`src/core/accmp_pkg.sv`:
```
// Package with register map, field layout and select encodings.
package accmp_pkg;

  localparam int ACCMP_NUM = 3;
  localparam int ACCMP_AW = 4;

  // Register word indices; the byte address is four times the index.
  localparam logic [3:0] ACCMP_IDX_CTRL0 = 4'h0;
  localparam logic [3:0] ACCMP_IDX_CTRL1 = 4'h1;
  localparam logic [3:0] ACCMP_IDX_NSEL = 4'h2;
  localparam logic [3:0] ACCMP_IDX_PSEL = 4'h3;
  localparam logic [3:0] ACCMP_IDX_STRIDE = 4'h4;
  localparam logic [3:0] ACCMP_IDX_MIRROR = 4'hC;
  localparam logic [3:0] ACCMP_IDX_IRQ_FLAG = 4'hD;
  localparam logic [3:0] ACCMP_IDX_IRQ_EN = 4'hE;

  // Control register zero bit positions.
  localparam int ACCMP_C0_EN = 7;
  localparam int ACCMP_C0_OUT = 6;
  localparam int ACCMP_C0_POL = 4;
  localparam int ACCMP_C0_HYS = 1;
  localparam int ACCMP_C0_SYNC = 0;
  // Control register one bit positions.
  localparam int ACCMP_C1_RISE = 1;
  localparam int ACCMP_C1_FALL = 0;

  // Positive input select codes.
  localparam logic [2:0] ACCMP_PSEL_PIN0 = 3'h0;
  localparam logic [2:0] ACCMP_PSEL_PIN1 = 3'h1;
  localparam logic [2:0] ACCMP_PSEL_DAC = 3'h5;
  localparam logic [2:0] ACCMP_PSEL_REF = 3'h6;
  localparam logic [2:0] ACCMP_PSEL_GND = 3'h7;
  // Negative input select codes.
  localparam logic [2:0] ACCMP_NSEL_PIN4 = 3'h4;
  localparam logic [2:0] ACCMP_NSEL_NC = 3'h5;
  localparam logic [2:0] ACCMP_NSEL_REF = 3'h6;
  localparam logic [2:0] ACCMP_NSEL_GND = 3'h7;

  localparam logic [2:0] ACCMP_RESET_CTRL = 3'h0;

  // Per-comparator configuration.
  typedef struct packed {
    logic enable;
    logic polarity_invert;
    logic hysteresis_enable;
    logic sync_mode;
    logic rising_edge_irq_enable;
    logic falling_edge_irq_enable;
    logic [2:0] positive_input_select;
    logic [2:0] negative_input_select;
  } accmp_cfg_t;

  // One-hot analog mux enables driven to the analog front end.
  typedef struct packed {
    logic [7:0] pos_mux;
    logic [4:0] neg_pin_mux;
    logic neg_ref;
    logic neg_gnd;
  } accmp_mux_t;

  typedef enum logic [1:0] {
    ACCMP_BUS_IDLE = 2'b01,
    ACCMP_BUS_DONE = 2'b10
  } accmp_bus_state_t;

endpackage : accmp_pkg

```
`src/core/accmp_channel.sv`:
```
// One comparator channel: gating, polarity, latching and edge detection.
module accmp_channel import accmp_pkg::*; (
  input wire logic core_clk,
  input wire logic reset,
  input wire logic clk_en,
  input wire accmp_cfg_t cfg,
  input wire logic raw_sync,
  input wire logic timer_fall,
  output logic cycle_out,
  output logic pin_out,
  output logic edge_event,
  output logic rise_pulse
);

  typedef struct packed {
    logic cycle_out;
    logic prev_out;
    logic sync_out;
    logic pin_out;
    logic edge_event;
    logic rise_pulse;
  } accmp_ch_t;

  accmp_ch_t state_q;
  accmp_ch_t state_d;
  logic adjusted;
  logic rise;
  logic fall;

  // A disabled comparator reads zero before polarity, so toggling polarity
  // still makes an edge while disabled.
  assign adjusted = (cfg.enable & raw_sync) ^ cfg.polarity_invert;

  assign rise = state_q.cycle_out & ~state_q.prev_out;
  assign fall = ~state_q.cycle_out & state_q.prev_out;

  always_comb begin
    state_d = state_q;
    if (clk_en) begin
      state_d.cycle_out = adjusted;
      state_d.prev_out = state_q.cycle_out;
      // Sync mode latches on the prescaled timer falling edge only.
      if (timer_fall) begin
        state_d.sync_out = adjusted;
      end
      state_d.pin_out = cfg.sync_mode ? state_d.sync_out : adjusted;
      state_d.edge_event = (rise & cfg.rising_edge_irq_enable)
        | (fall & cfg.falling_edge_irq_enable);
      state_d.rise_pulse = rise;
    end
  end

  always_ff @(posedge core_clk) begin
    if (reset) begin
      state_q <= '0;
    end else begin
      state_q <= state_d;
    end
  end

  assign cycle_out = state_q.cycle_out;
  assign pin_out = state_q.pin_out;
  assign edge_event = state_q.edge_event;
  assign rise_pulse = state_q.rise_pulse;

endmodule : accmp_channel

```
`src/core/accmp_sync2.sv`:
```
// Two-flop synchroniser for an input from outside the clock domain.
module accmp_sync2 import accmp_pkg::*; (
  input wire logic core_clk,
  input wire logic reset,
  input wire logic clk_en,
  input wire logic async_in,
  output logic sync_out
);

  typedef struct packed {
    logic first;
    logic second;
  } accmp_sync_t;

  accmp_sync_t state_q;
  accmp_sync_t state_d;

  // The first stage is read only by the second stage.
  always_comb begin
    state_d = state_q;
    if (clk_en) begin
      state_d.first = async_in;
      state_d.second = state_q.first;
    end
  end

  always_ff @(posedge core_clk) begin
    if (reset) begin
      state_q <= '0;
    end else begin
      state_q <= state_d;
    end
  end

  assign sync_out = state_q.second;

endmodule : accmp_sync2

```
`src/core/accmp_top.sv`:
```
// Three-channel analog comparator control with an Avalon-MM slave.
module accmp_top import accmp_pkg::*; (
  input wire logic core_clk,
  input wire logic reset,
  input wire logic clk_en,
  input wire logic [5:0] avs_address,
  input wire logic avs_read,
  input wire logic avs_write,
  input wire logic [31:0] avs_writedata,
  input wire logic [3:0] avs_byteenable,
  output logic [31:0] avs_readdata,
  output logic avs_waitrequest,
  input wire logic [2:0] analog_compare,
  input wire logic timer_clk_prescaled,
  input wire logic [2:0] pin_output_select,
  input wire logic [2:0] pin_direction,
  output logic [2:0] comparator_pin,
  output logic [2:0] timer_gate,
  output logic [2:0] adc_trigger,
  output logic [2:0] comparator_irq_flag,
  output logic [2:0] comparator_irq_enable,
  output logic [2:0] hysteresis_enable,
  output accmp_mux_t [2:0] analog_mux
);

  // Whole module state.
  typedef struct packed {
    accmp_cfg_t [2:0] cfg;
    logic [2:0] irq_flag;
    logic [2:0] irq_en;
    logic [2:0] pin;
    logic [2:0] gate;
    logic [2:0] trig;
    logic [2:0] hys;
    accmp_mux_t [2:0] mux;
    logic [31:0] rdata;
    accmp_bus_state_t bus;
    logic tclk_prev;
  } accmp_state_t;

  accmp_state_t state_q;
  accmp_state_t state_d;
  logic [2:0] raw_sync;
  logic tclk_sync;
  logic timer_fall;
  logic [2:0] cycle_out;
  logic [2:0] ch_pin;
  logic [2:0] edge_event;
  logic [2:0] rise_pulse;
  logic [3:0] word;
  logic [1:0] chan;
  logic [1:0] reg_sel;
  logic in_chan;
  logic take;

  // Pins and the timer clock come from outside, so synchronise them.
  accmp_sync2 u_sync_tclk (
    .core_clk(core_clk),
    .reset(reset),
    .clk_en(clk_en),
    .async_in(timer_clk_prescaled),
    .sync_out(tclk_sync)
  );

  // Falling edge of the prescaled timer clock, seen after synchronising.
  assign timer_fall = state_q.tclk_prev & ~tclk_sync;

  genvar gi;
  generate
    for (gi = 0; gi < ACCMP_NUM; gi++) begin : g_ch
      accmp_sync2 u_sync_cmp (
        .core_clk(core_clk),
        .reset(reset),
        .clk_en(clk_en),
        .async_in(analog_compare[gi]),
        .sync_out(raw_sync[gi])
      );
      accmp_channel u_ch (
        .core_clk(core_clk),
        .reset(reset),
        .clk_en(clk_en),
        .cfg(state_q.cfg[gi]),
        .raw_sync(raw_sync[gi]),
        .timer_fall(timer_fall),
        .cycle_out(cycle_out[gi]),
        .pin_out(ch_pin[gi]),
        .edge_event(edge_event[gi]),
        .rise_pulse(rise_pulse[gi])
      );
    end
  endgenerate

  // Address decode: word index, then channel and register in a block.
  assign word = avs_address[5:2];
  assign chan = word[3:2];
  assign reg_sel = word[1:0];
  assign in_chan = (word < ACCMP_IDX_MIRROR);
  assign take = (avs_read | avs_write)
    && (state_q.bus == ACCMP_BUS_IDLE) && clk_en;

  // Read data mux for the addressed register.
  function automatic logic [31:0] read_word(input accmp_state_t s,
      input logic [2:0] cout);
    logic [31:0] r;
    accmp_cfg_t c;
    r = 32'h0000_0000;
    c = s.cfg[chan];
    if (in_chan) begin
      case (reg_sel)
        2'h0: begin
          r[ACCMP_C0_EN] = c.enable;
          r[ACCMP_C0_OUT] = cout[chan];
          r[ACCMP_C0_POL] = c.polarity_invert;
          r[ACCMP_C0_HYS] = c.hysteresis_enable;
          r[ACCMP_C0_SYNC] = c.sync_mode;
        end
        2'h1: begin
          r[ACCMP_C1_RISE] = c.rising_edge_irq_enable;
          r[ACCMP_C1_FALL] = c.falling_edge_irq_enable;
        end
        2'h2: r[2:0] = c.negative_input_select;
        default: r[2:0] = c.positive_input_select;
      endcase
    end else if (word == ACCMP_IDX_MIRROR) begin
      r[2:0] = cout;
    end else if (word == ACCMP_IDX_IRQ_FLAG) begin
      r[2:0] = s.irq_flag;
    end else if (word == ACCMP_IDX_IRQ_EN) begin
      r[2:0] = s.irq_en;
    end
    return r;
  endfunction : read_word

  // Positive mux is one-hot, with open codes and disabled giving none.
  function automatic logic [7:0] pos_mux(input accmp_cfg_t c);
    logic [7:0] m;
    m = 8'h00;
    if (c.enable) begin
      case (c.positive_input_select)
        ACCMP_PSEL_PIN0, ACCMP_PSEL_PIN1, ACCMP_PSEL_DAC,
        ACCMP_PSEL_REF, ACCMP_PSEL_GND: begin
          m[c.positive_input_select] = 1'b1;
        end
        default: m = 8'h00;
      endcase
    end
    return m;
  endfunction : pos_mux

  // Negative mux selection from the three-bit code.
  function automatic accmp_mux_t neg_mux(input accmp_cfg_t c,
      input logic [7:0] p);
    accmp_mux_t m;
    m = '0;
    m.pos_mux = p;
    if (c.enable) begin
      case (c.negative_input_select)
        ACCMP_NSEL_GND: m.neg_gnd = 1'b1;
        ACCMP_NSEL_REF: m.neg_ref = 1'b1;
        ACCMP_NSEL_NC: m.neg_pin_mux = 5'h00;
        default: begin
          m.neg_pin_mux[c.negative_input_select] = 1'b1;
        end
      endcase
    end
    return m;
  endfunction : neg_mux

  // Next-state logic: bus slave, flags and registered outputs.
  always_comb begin
    state_d = state_q;
    if (clk_en) begin
      state_d.tclk_prev = tclk_sync;
      case (state_q.bus)
        ACCMP_BUS_IDLE: begin
          if (take) begin
            state_d.bus = ACCMP_BUS_DONE;
            state_d.rdata = avs_read ? read_word(state_q, cycle_out)
              : 32'h0000_0000;
          end
        end
        ACCMP_BUS_DONE: state_d.bus = ACCMP_BUS_IDLE;
        default: state_d.bus = ACCMP_BUS_IDLE;
      endcase
      if (take && avs_write && avs_byteenable[0]) begin
        if (in_chan) begin
          case (reg_sel)
            2'h0: begin
              state_d.cfg[chan].enable = avs_writedata[ACCMP_C0_EN];
              state_d.cfg[chan].polarity_invert =
                avs_writedata[ACCMP_C0_POL];
              state_d.cfg[chan].hysteresis_enable =
                avs_writedata[ACCMP_C0_HYS];
              state_d.cfg[chan].sync_mode = avs_writedata[ACCMP_C0_SYNC];
            end
            2'h1: begin
              state_d.cfg[chan].rising_edge_irq_enable =
                avs_writedata[ACCMP_C1_RISE];
              state_d.cfg[chan].falling_edge_irq_enable =
                avs_writedata[ACCMP_C1_FALL];
            end
            2'h2: state_d.cfg[chan].negative_input_select =
              avs_writedata[2:0];
            default: state_d.cfg[chan].positive_input_select =
              avs_writedata[2:0];
          endcase
        end else if (word == ACCMP_IDX_IRQ_FLAG) begin
          // Software may only clear flags by writing zero.
          state_d.irq_flag = state_q.irq_flag & avs_writedata[2:0];
        end else if (word == ACCMP_IDX_IRQ_EN) begin
          state_d.irq_en = avs_writedata[2:0];
        end
      end
      // Set after clear so a coincident edge wins.
      state_d.irq_flag = state_d.irq_flag | edge_event;
      // Pin drives only when mapped and direction is output (low).
      state_d.pin = ch_pin & pin_output_select & ~pin_direction;
      state_d.gate = ch_pin;
      state_d.trig = rise_pulse;
      for (int i = 0; i < ACCMP_NUM; i++) begin
        state_d.hys[i] = state_d.cfg[i].hysteresis_enable;
        state_d.mux[i] = neg_mux(state_d.cfg[i], pos_mux(state_d.cfg[i]));
      end
    end
  end

  // All control resets to zero: disabled, plain polarity, no interrupts.
  always_ff @(posedge core_clk) begin
    if (reset) begin
      state_q <= '0;
      state_q.bus <= ACCMP_BUS_IDLE;
    end else begin
      state_q <= state_d;
    end
  end

  assign avs_readdata = state_q.rdata;
  assign avs_waitrequest = ~(state_q.bus == ACCMP_BUS_DONE);
  assign comparator_pin = state_q.pin;
  assign timer_gate = state_q.gate;
  assign adc_trigger = state_q.trig;
  assign comparator_irq_flag = state_q.irq_flag;
  assign comparator_irq_enable = state_q.irq_en;
  assign hysteresis_enable = state_q.hys;
  assign analog_mux = state_q.mux;

endmodule : accmp_top

```
`config.mk`:
```
export PLATFORM = sky130hd
export DESIGN_NAME = accmp_top
export DESIGN_NICKNAME = d
export VERILOG_FILES = /design/src/core/accmp_pkg.sv /design/src/core/accmp_channel.sv /design/src/core/accmp_sync2.sv /design/src/core/accmp_top.sv
export SDC_FILE = /design/constraint.sdc
export NUM_CORES = 1
export LEC_CHECK = 0
export ABC_CLOCK_PERIOD_IN_PS = 1800
export BUFFER_PORTS_ARGS = -buffer_cell sky130_fd_sc_hd__buf_2
export CAP_MARGIN = 10
export CELL_PAD_IN_SITES_DETAIL_PLACEMENT = 1
export CELL_PAD_IN_SITES_GLOBAL_PLACEMENT = 1
export CORE_MARGIN = 1.5
export CORE_UTILIZATION = 25
export DETAILED_ROUTE_END_ITERATION = 10
export GPL_TIMING_DRIVEN = 1
export HOLD_SLACK_MARGIN = 0.06
export MAX_ROUTING_LAYER = met4
export PLACE_DENSITY_LB_ADDON = 0.1
export SETUP_SLACK_MARGIN = 0.4
export SLEW_MARGIN = 20
export SYNTH_ARGS = -nofsm -noshare
export SYNTH_HDL_FRONTEND = slang
export SYNTH_HIERARCHICAL = 1
export SYNTH_SLANG_ARGS = --single-unit
```
`constraint.sdc`:
```
create_clock -name core_clk -period 1.8 [get_ports core_clk]
set_input_delay 0.18 -clock core_clk [delete_from_list [all_inputs] [get_ports core_clk]]
set_output_delay 0.18 -clock core_clk [all_outputs]
set_load 0.05 [all_outputs]
```
**After elaboration in Yosys (flattened, before gate mapping)**

Cells that the tools add are included.

- Register bits after elaboration: 136
- Input bits: 57
- Word-level logic and storage cells: 267
- Output and inout bits: 96

- Magnitude comparators: 15
- Mux-type cells: 85
- Reductions and logical operators: 26
- Equality and inequality tests: 34
- Bitwise operators: 36

Operators by type and width:

| cell | number |
|---|---|
| 36-bit bitwise mux | 8 |
| 12-bit demux with 2-bit select | 8 |
| 36-bit case mux with 3 select lines | 1 |
| 42-bit 2-to-1 mux | 2 |
| 8-bit 2-to-1 mux | 8 |
| 3-bit == test, second input constant | 18 |
| 36-bit 2-to-1 mux | 1 |
| 7-bit 2-to-1 mux | 4 |
| 12-bit binary-select mux with 2-bit select | 1 |
| 3-bit by 4-bit less-than comparator with 1-bit output, second input constant | 6 |
| 12-bit 2-to-1 mux | 2 |
| 3-bit 2-to-1 mux | 8 |
| 1-bit 2-to-1 mux | 21 |
| 1-bit demux with 3-bit select | 6 |
| 3-bit by 1-bit greater-or-equal comparator with 1-bit output, second input constant | 6 |
| 1-bit AND | 16 |
| 5-bit 2-to-1 mux | 3 |
| 5-bit OR reduction | 3 |
| 4-bit == test, second input constant | 3 |
| 6-bit 2-to-1 mux | 2 |
| 1-bit logical AND | 11 |
| 11-bit 2-to-1 mux | 1 |
| 10-bit 2-to-1 mux | 1 |
| 3-bit AND | 3 |
| 25 further kinds | 53 |

**Logic depth before layout (Yosys ltp)**

Gate-level depths: netlist (run 1).

- Depth after elaboration: 18
- Gate-level depth with buffers: 7

**Modules after synthesis**

Netlist (run 1), hierarchy kept.

Modules (own cells, without submodules):

| module | area an instance (um^2) | cells each | instances |
|---|---|---|---|
| accmp_top | 5,206.2 | 561 | 1 |
| accmp_channel | 267.8 | 27 | 3 |
| accmp_sync2 | 67.6 | 6 | 4 |

**Worst setup path before layout (run 1)**

OpenSTA, ideal clock, no wires.

- Path kind: register to register
- From: register state_q[2] (netlist name)
- To: register state_q (netlist bit analog_mux[16])
- Stages on the path, launching flop included: 6
- Arrival time: 1,868 ps
- Buffers on the path: 0
- Setup slack: -185 ps
- Cells stage by stage: dfxtp_1 -> nand3b_4 -> nor4_4 -> mux2i_1 -> nor2_1 -> a32o_1

- Longest elaborated chain between the ends: 10

RTL lines:

| what | line | RTL |
|---|---|---|
| from (decl) | accmp_top.sv:41 | `accmp_state_t state_q;` |
| from (signal assigned) | accmp_top.sv:233 | `state_q <= state_d;` |
| 2-bit by 1-bit == test with 1-bit output (*) | accmp_top.sv:99 | `&& (state_q.bus == ACCMP_BUS_IDLE) && clk_en;` |
| 1-bit logical AND (*) (2 in a row) | accmp_top.sv:99 |  |
| 1-bit logical AND (*) (2 in a row) | accmp_top.sv:185 | `if (take && avs_write && avs_byteenable[0]) begin` |
| 42-bit 2-to-1 mux (*) | accmp_top.sv:185 |  |
| 42-bit 2-to-1 mux (*) | accmp_top.sv:172 | `if (clk_en) begin` |
| 3-bit == test | accmp_top.sv:157 | `case (c.negative_input_select)` |
| 1-bit 2-to-1 mux | accmp_top.sv:157 |  |
| 7-bit 2-to-1 mux (*) | accmp_top.sv:156 | `if (c.enable) begin` |

Every way passes the cells marked *; elsewhere a longest branch is shown, timed or not. The select of a mux whose other input is x is not followed.
A chain may end at the register's enable or synchronous reset.

**Worst setup path after layout (run 1)**

- From: register state_q[2] (netlist name)
- To: register state_q (netlist bit analog_mux[36])

- Longest elaborated chain between the ends: 13

RTL lines:

| what | line | RTL |
|---|---|---|
| 2-bit by 1-bit == test with 1-bit output (*) | accmp_top.sv:99 |  |
| 1-bit logical AND (*) (2 in a row) | accmp_top.sv:99 |  |
| 1-bit logical AND (*) (2 in a row) | accmp_top.sv:185 |  |
| 42-bit 2-to-1 mux (*) | accmp_top.sv:185 |  |
| 42-bit 2-to-1 mux (*) | accmp_top.sv:172 |  |
| 3-bit by 4-bit less-than comparator with 1-bit output (implied by the code) or 3-bit by 1-bit greater-or-equal comparator with 1-bit output (tied branches) | accmp_top.sv:162 | `m.neg_pin_mux[c.negative_input_select] = 1'b1;` |
| 1-bit logical AND (implied by the code) | accmp_top.sv:162 |  |
| 1-bit 2-to-1 mux (implied by the code) | accmp_top.sv:162 |  |
| 1-bit demux with 3-bit select | accmp_top.sv:162 |  |
| 5-bit 2-to-1 mux | accmp_top.sv:157 |  |
| 7-bit 2-to-1 mux (*) | accmp_top.sv:156 |  |

Marked as above.

==> summary.md, run 1 <==
| Metric | Value |
|---|---|
| Outcome | finished, violations left |
| Failing checks | setup timing |
| CTS tree | yes |
| Core area | 24500 µm² |
| DRC viols | 0 |
| Yosys reg bits | 131 |
| Synth Area in XOR/XNOR | 0% |
| Fin. max-slew vios | 0 |
| Mapped cell area | 6280 µm² |
| Clk sinks | 131 |
| GP Congestion | 0.781 |
| Main flop type after synthesis | dfxtp_1 |
| Simple-gate share of the synthesized area | 18.1% |
| Max Fclk | 547 MHz |
| DP Wirelength | 14000 µm |
| CP max FO | 7 |
| Utilization after layout | 35.3% |
| Hold Crit Start | avs_read |
| Clk_lat worst skew | 420 ps |
| Global-route wire length before repair | 30500 µm |
| Area delta synth->final | 37.7% |
| Largest net degree at the start of global routing | 64 |
| Root Buffer | clkbuf_16 |
| ANT nets after route | 0 |
| Final hold violations | 0 |
| Ratio of final minimum period to clock period | 102% |
| Clock Tree Buf Depth | 2 |
| Antenna violations before repair | 3 |
| Fin Setup TNS | -138 ps |
| Setup crit end kind | flip-flop |
| Fraction of registers with async set/reset | 0% |
| Chip height | 161 µm |
| Max-cap viol count | 0 |
| RSZ-0062 raised after global routing | yes |
| Startpoint types | flip-flop |
| Yosys warning count | 6 |
| R2R setup slack | -30 ps |
| Maximum vdd drop | 0.474 mV |
| DRT Pass-1 Iters | 4 |
| Req. time, crit path | 2160 ps |
| Final Setup Violations | 9 |
| Buffers on Ports | 94 |
| DR WL/cell | 17.3 µm |
| Hold Path Class | primary input to flip-flop |
| Worst setup path start | state_q[2]$_SDFFE_PP0P_ |
| Count leader, synth | dfxtp_1 |
| Via Count | 5095 |
| Worst Skew | 8.82 ps |
| H-tree Lvls | 4 |
| TritonCTS Buffers | 17 |
| Hold path depth | 4 |
| Synth Area in Compound Gates | 14.3% |
| Lkg Pwr | 3.58 nW |
| Overall routed net length | 19400 µm |
| Share of layout cells above drive strength 1 | 41.4% |
| Yosys top cell by area | dfxtp_1 |
| Most common library cells after synthesis | 131 x dfxtp_1, 95 x buf_4, 83 x nor2_1, 67 x mux2i_1, 39 x nand2_1 |
| Global route overflow | 0 |
| Top cell type's share of synthesized area | 41.8% |
| Die Span X | 161 µm |
| I/O Pins | 153 |
| Nets | 836 |
| Register area share after synthesis | 41.8% |
| CP Class | flip-flop to flip-flop |
| Row Count | 57 |
| Pwr per Cell Area | 899 nW/µm² |
| Hold worst-path end | avs_readdata[2]$_SDFFE_PP0P_ |
| Final setup margin | -27.6 ps |
| Mapped Cells | 666 |
| Clk slew on worst S/H paths | 60 ps |
| Worst-Margin Slew | 664 ps |
| Rel. slew slack | 55.7% |
| R2R cell count | 5 |
| Starting density of the core | 25.7% |
| Post-synth EDFFs | 0 |
| Via count of the first global-routing pass | 5365 |
| Synth Area in Adders | 0% |
| Average size of a mapped cell | 9.43 µm² |
| Mux contribution to synthesized area | 12.0% |
| Largest family of logic cells by synthesized area | simple AND/OR/NAND/NOR gates |
| Tmin final | 1830 ps |
| Iteration-0 DRC Markers | 176 |
| Die ar. | 26100 µm² |
| Vias per cell | 4.56 |
| Reg2reg end | analog_mux[36]$_SDFFE_PP0P_ |
| Reg-to-Reg Start | state_q[2]$_SDFFE_PP0P_ |
| Top cells by area, synth | dfxtp_1 42%, buf_4 11%, mux2i_1 11% |
| CP arrival | 2190 ps |
| Cell variety after synth | 58 |
| GRT Util Overall | 15.7% |
## routing by layer
metal | wire length, µm | track usage [%] | part of all wire (%)
met1 | 8860 | 18.9 | 46
met3 | 647 | 3.08 | 3.3
met2 | 9460 | 25.8 | 49
met5 | 0 | - | 0
met4 | 409 | 5.68 | 2.1
## kinds of logic (layout without fill, tap and decap cells)
logic type,Yosys count,count (layout)
flops,131,131
buf+inv,131,232
simple gates,212,212
other cells,1,28
compound gates,117,117
mux,74,74
## layout by cell type (no fill, tap or decap), drive strengths merged, types with 16 or more instances in the layout
master,synthesis,final
a21oi,21,21
a32o,18,18
and2,16,16
buf,105,182
clkbuf,19,19
conb,1,26
dfxtp,131,131
mux2i,67,67
nand2,39,39
nor2,84,84
nor3,17,17
o21ai,20,20
## per-stage QoR
stage | hold WS, ps | cell area (µm²) | power [W] | instances | worst slack (ps)
floorplan | 249 | 6430 | 0.00350 | 691 | 0.588
global placement | 417 | 6980 | 0.00368 | 1048 | -110
detailed placement | 430 | 6980 | 0.00369 | 1048 | -116
CTS | 187 | 8330 | 0.00784 | 1107 | -20.9
global route | 216 | 8640 | 0.00805 | 1118 | -94.8
finish | 215 | 8640 | 0.00777 | 1118 | -27.6
## report_power, final
group | internal (W) | switching, W
clock | 0.00264 | 0.00135
combinational | 0.000284 | 0.000522
sequential | 0.00294 | 0.0000323
total | 0.00586 | 0.00190
## critical path: stages (launching register included)
cell and delay [ps]:
dfxtp_2 320, nand3b_4 250, or4_4 510, mux2_4 380
nor2_4 130, a32o_1 170
## state kept, by name, indices dropped and copies added, names as in the netlist, 6 cells and up
signal             count
analog_mux            45
avs_readdata           6
g_ch.u_ch/state_q      6
state_q               37
## area by class of cell
class	instances	area, µm²
clock buffer	19	443
antenna	2	5.00
clock inverter	13	230
timing repair buffer	193	1440
sequential	131	2630
inverter	7	26.3
multi-input combinational	429	3460
fill	2738	15800
tap	324	405
## worst max path at each step
stage,endpoint,slack (ps),cells past startpoint
2_1_floorplan,analog_mux[18]$_SDFFE_PP0P_,0.6,5
3_3_place_gp,analog_mux[16]$_SDFFE_PP0P_,-110,6
3_5_place_dp,analog_mux[18]$_SDFFE_PP0P_,-120,9
4_1_cts,analog_mux[16]$_SDFFE_PP0P_,-20,6
5_1_grt,analog_mux[36]$_SDFFE_PP0P_,-90,5
6_report,analog_mux[36]$_SDFFE_PP0P_,-30,5
## repair_timing
action / 4_1_cts / 5_1_grt
pin swaps: 39 / 21
gates cloned: 0 / 1
setup buffers: 16 / 8
hold buffers: 11 / 0
endpoints found under the hold margin: 8 / 0
setup endpoints to repair: 85 / 87
resized for setup: 104 / 53
Note: power is estimated with default switching activity, not from simulation.
==> run 2, diff against run 1 <==
--- a/config.mk
+++ b/config.mk
@@ -11,12 +11,13 @@
 export CELL_PAD_IN_SITES_DETAIL_PLACEMENT = 1
 export CELL_PAD_IN_SITES_GLOBAL_PLACEMENT = 1
 export CORE_MARGIN = 1.5
-export CORE_UTILIZATION = 25
+export CORE_UTILIZATION = 36
 export DETAILED_ROUTE_END_ITERATION = 10
 export GPL_TIMING_DRIVEN = 1
 export HOLD_SLACK_MARGIN = 0.06
 export MAX_ROUTING_LAYER = met4
 export PLACE_DENSITY_LB_ADDON = 0.1
+export RECOVER_POWER = 25
 export SETUP_SLACK_MARGIN = 0.4
 export SLEW_MARGIN = 20
 export SYNTH_ARGS = -nofsm -noshare
==> run 2 against run 1 <==
Net effect:
- the run still ends with setup timing left
- wire length decreased by 6.0%
- global-route usage increased by 5.3 points
- clock power decreased by 6.0%
- sequential share of layout area increased by 0.80 points
- hold slack improved by 14 ps
- core utilization increased by 14 points
- cell area decreased by 2.6%
- total power decreased by 3.6%
- via count increased by 0.55%
- combinational power decreased by 5.2%
- critical path depth increased by 1
- critical path type unchanged
- critical endpoint is now analog_mux[27]$_SDFFE_PP0P_
- largest cell class unchanged
==> summary.md, run 2 (synthesized netlist as in run 1, its figures left out) <==
| Metric | Value |
|---|---|
| Core area | 17200 µm² |
| Final instance area | 8420 µm² |
| Clk_lat worst skew | 420 ps |
| Most frequent cells in the layout | 129 x dfxtp_1, 86 x buf_2, 74 x nor2_1 |
| Row Count | 48 |
| Logic pwr share | 10.2% |
| Share of layout cells above drive strength 1 | 39.4% |
| Clock Tree Buf Depth | 2 |
| Rel. slew slack | 49.4% |
| DP Wirelength | 12800 µm |
| Final Setup Violations | 6 |
| Via Count | 5123 |
| Largest net degree at the start of global routing | 50 |
| Chip height | 135 µm |
| GP Congestion | 0.825 |
| Antenna violations before repair | 1 |
| Post-DP Area | 6860 µm² |
| Setup crit end kind | flip-flop |
| Sequential Power Share | 39.7% |
| Clk slew on worst S/H paths | 60 ps |
| Starting density of the core | 36.6% |
| DR WL/cell | 17.9 µm |
| ANT nets after route | 0 |
| DRC viols | 0 |
| Startpoint types | flip-flop |
| DRT Pass-1 Iters | 4 |
| Global route overflow | 0 |
| Overall routed net length | 18200 µm |
| Final setup margin | -16.5 ps |
| Die ar. | 18200 µm² |
| GRT Util Overall | 21.0% |
| Hold_ws | 230 ps |
| Root Buffer | clkbuf_16 |
| RSZ-0062 raised after global routing | yes |
| Clk sinks | 131 |
| Inst Count DP | 951 |
| I/O Pins | 153 |
| Setup WS pre-CTS | -125 ps |
| Buffers on Ports | 94 |
| Area delta synth->final | 34.1% |
| CP max FO | 8 |
| Die Span X | 135 µm |
| Max-cap viol count | 0 |
| CTS tree | yes |
| TritonCTS Buffers | 17 |
| Commonest non-fill, non-tap cell in the layout | dfxtp_1 |
| Clock network power share | 50.1% |
| Vias per cell | 5.02 |
| Req. time, crit path | 2110 ps |
| H-tree Lvls | 4 |
| Iteration-0 DRC Markers | 199 |
| Maximum vdd drop | 0.712 mV |
| Max reg flops | 45 |
| Lkg Pwr | 3.53 nW |
| Fill cells | 1964 |
| Worst-Margin Slew | 756 ps |
| Failing checks | setup timing |
| Worst Skew | 8.87 ps |
| Ratio of final minimum period to clock period | 101% |
| Internal power | 0.00563 W |
| Utilization after layout | 49.0% |
| Pwr per Cell Area | 889 nW/µm² |
| Nets | 838 |
| Via count of the first global-routing pass | 5335 |
| Global-route wire length before repair | 28400 µm |
| Hold Path Class | primary input to flip-flop |
| Fin cells | 1020 |
| Fin. max-slew vios | 0 |
| CP arrival | 2120 ps |
| CP Class | flip-flop to flip-flop |
| Outcome | finished, violations left |
| Net Sw Frac | 24.8% |
| Final hold violations | 0 |
| Tmin final | 1820 ps |
| Max Fclk | 551 MHz |
| Switching power | 0.00186 W |
==> run 2: cell count changes in the layout (fill, tap and decap cells not counted), moves of 3 or more <==
cell	change
o21ai_1	-4
buf_6	-9
clkbuf_1	+7
nor2_2	-5
nor2_4	-3
clkinvlp_4	+3
nor2_1	+8
buf_2	-7
buf_4	+9
==> run 2: routing by layer <==
| layer | part of all wire [%] | GRT usage, % |
|---|---|---|
| met1 | 42 | 23.9 |
| met2 | 52 | 36.4 |
| met3 | 3.4 | 4.05 |
| met4 | 2.0 | 8.06 |
| met5 | 0 | - |
==> run 2: final cells by class <==
cell class | count | area (µm²) | share of cell area (%)
Timing Repair Buffer | 195 | 1410 | 16.7
Clock inverter | 12 | 179 | 2.13
Sequential cell | 131 | 2630 | 31.2
Clock buffer | 20 | 467 | 5.54
Inverter | 7 | 26.3 | 0.312
Multi-Input combinational cell | 429 | 3430 | 40.7
Tap cell | 225 | 282 | 3.34
Antenna cell | 1 | 2.50 | 0.0297
==> run 2: path summary, 6_finish.rpt <==
check	cells after the start	from	to	slack (ps)
worst max-delay path	6	state_q[2]$_SDFFE_PP0P_	analog_mux[27]$_SDFFE_PP0P_	-20
worst min-delay path	4	avs_read	avs_readdata[2]$_SDFFE_PP0P_	230
worst max register to register	6	state_q[2]$_SDFFE_PP0P_	analog_mux[27]$_SDFFE_PP0P_	-20
worst min register to register	2	analog_mux[7]$_SDFFE_PP0P_	analog_mux[7]$_SDFFE_PP0P_	450
==> run 2: timing repair <==
| item | 4_1_cts | 5_1_grt |
|---|---|---|
| gates resized for setup | 106 | 28 |
| pin swaps | 37 | 17 |
| hold buffers | 11 | 0 |
| hold endpoints to repair | 8 | 0 |
| setup endpoints to repair | 85 | 87 |
| setup buffers | 18 | 7 |
==> run 2: power by group through the flow <==
| stage | sequential, W | combinational, W | clock, W |
|---|---|---|---|
| after global routing | 0.00298 | 0.000816 | 0.00398 |
| after CTS | 0.00297 | 0.000747 | 0.00382 |
| final | 0.00297 | 0.000764 | 0.00375 |
| after global placement | 0.00303 | 0.000625 | 0 |
| after detailed placement | 0.00303 | 0.000635 | 0 |
| after floorplan | 0.00302 | 0.000471 | 0 |
==> run 2: worst max-delay path, cell delays in order (launching register included) <==
cell	delay, ps
dfxtp_2	320
nand3b_4	230
buf_4	180
nor4_4	150
buf_6	190
mux2_2	360
a32o_1	260
==> run 2: through the flow <==
step	power (W)	setup TNS, ps
2_1_floorplan	0.00350	0
3_3_place_gp	0.00366	-1260
3_5_place_dp	0.00367	-1920
4_1_cts	0.00754	-57.5
5_1_grt	0.00777	-1620
6_report	0.00749	-35.1
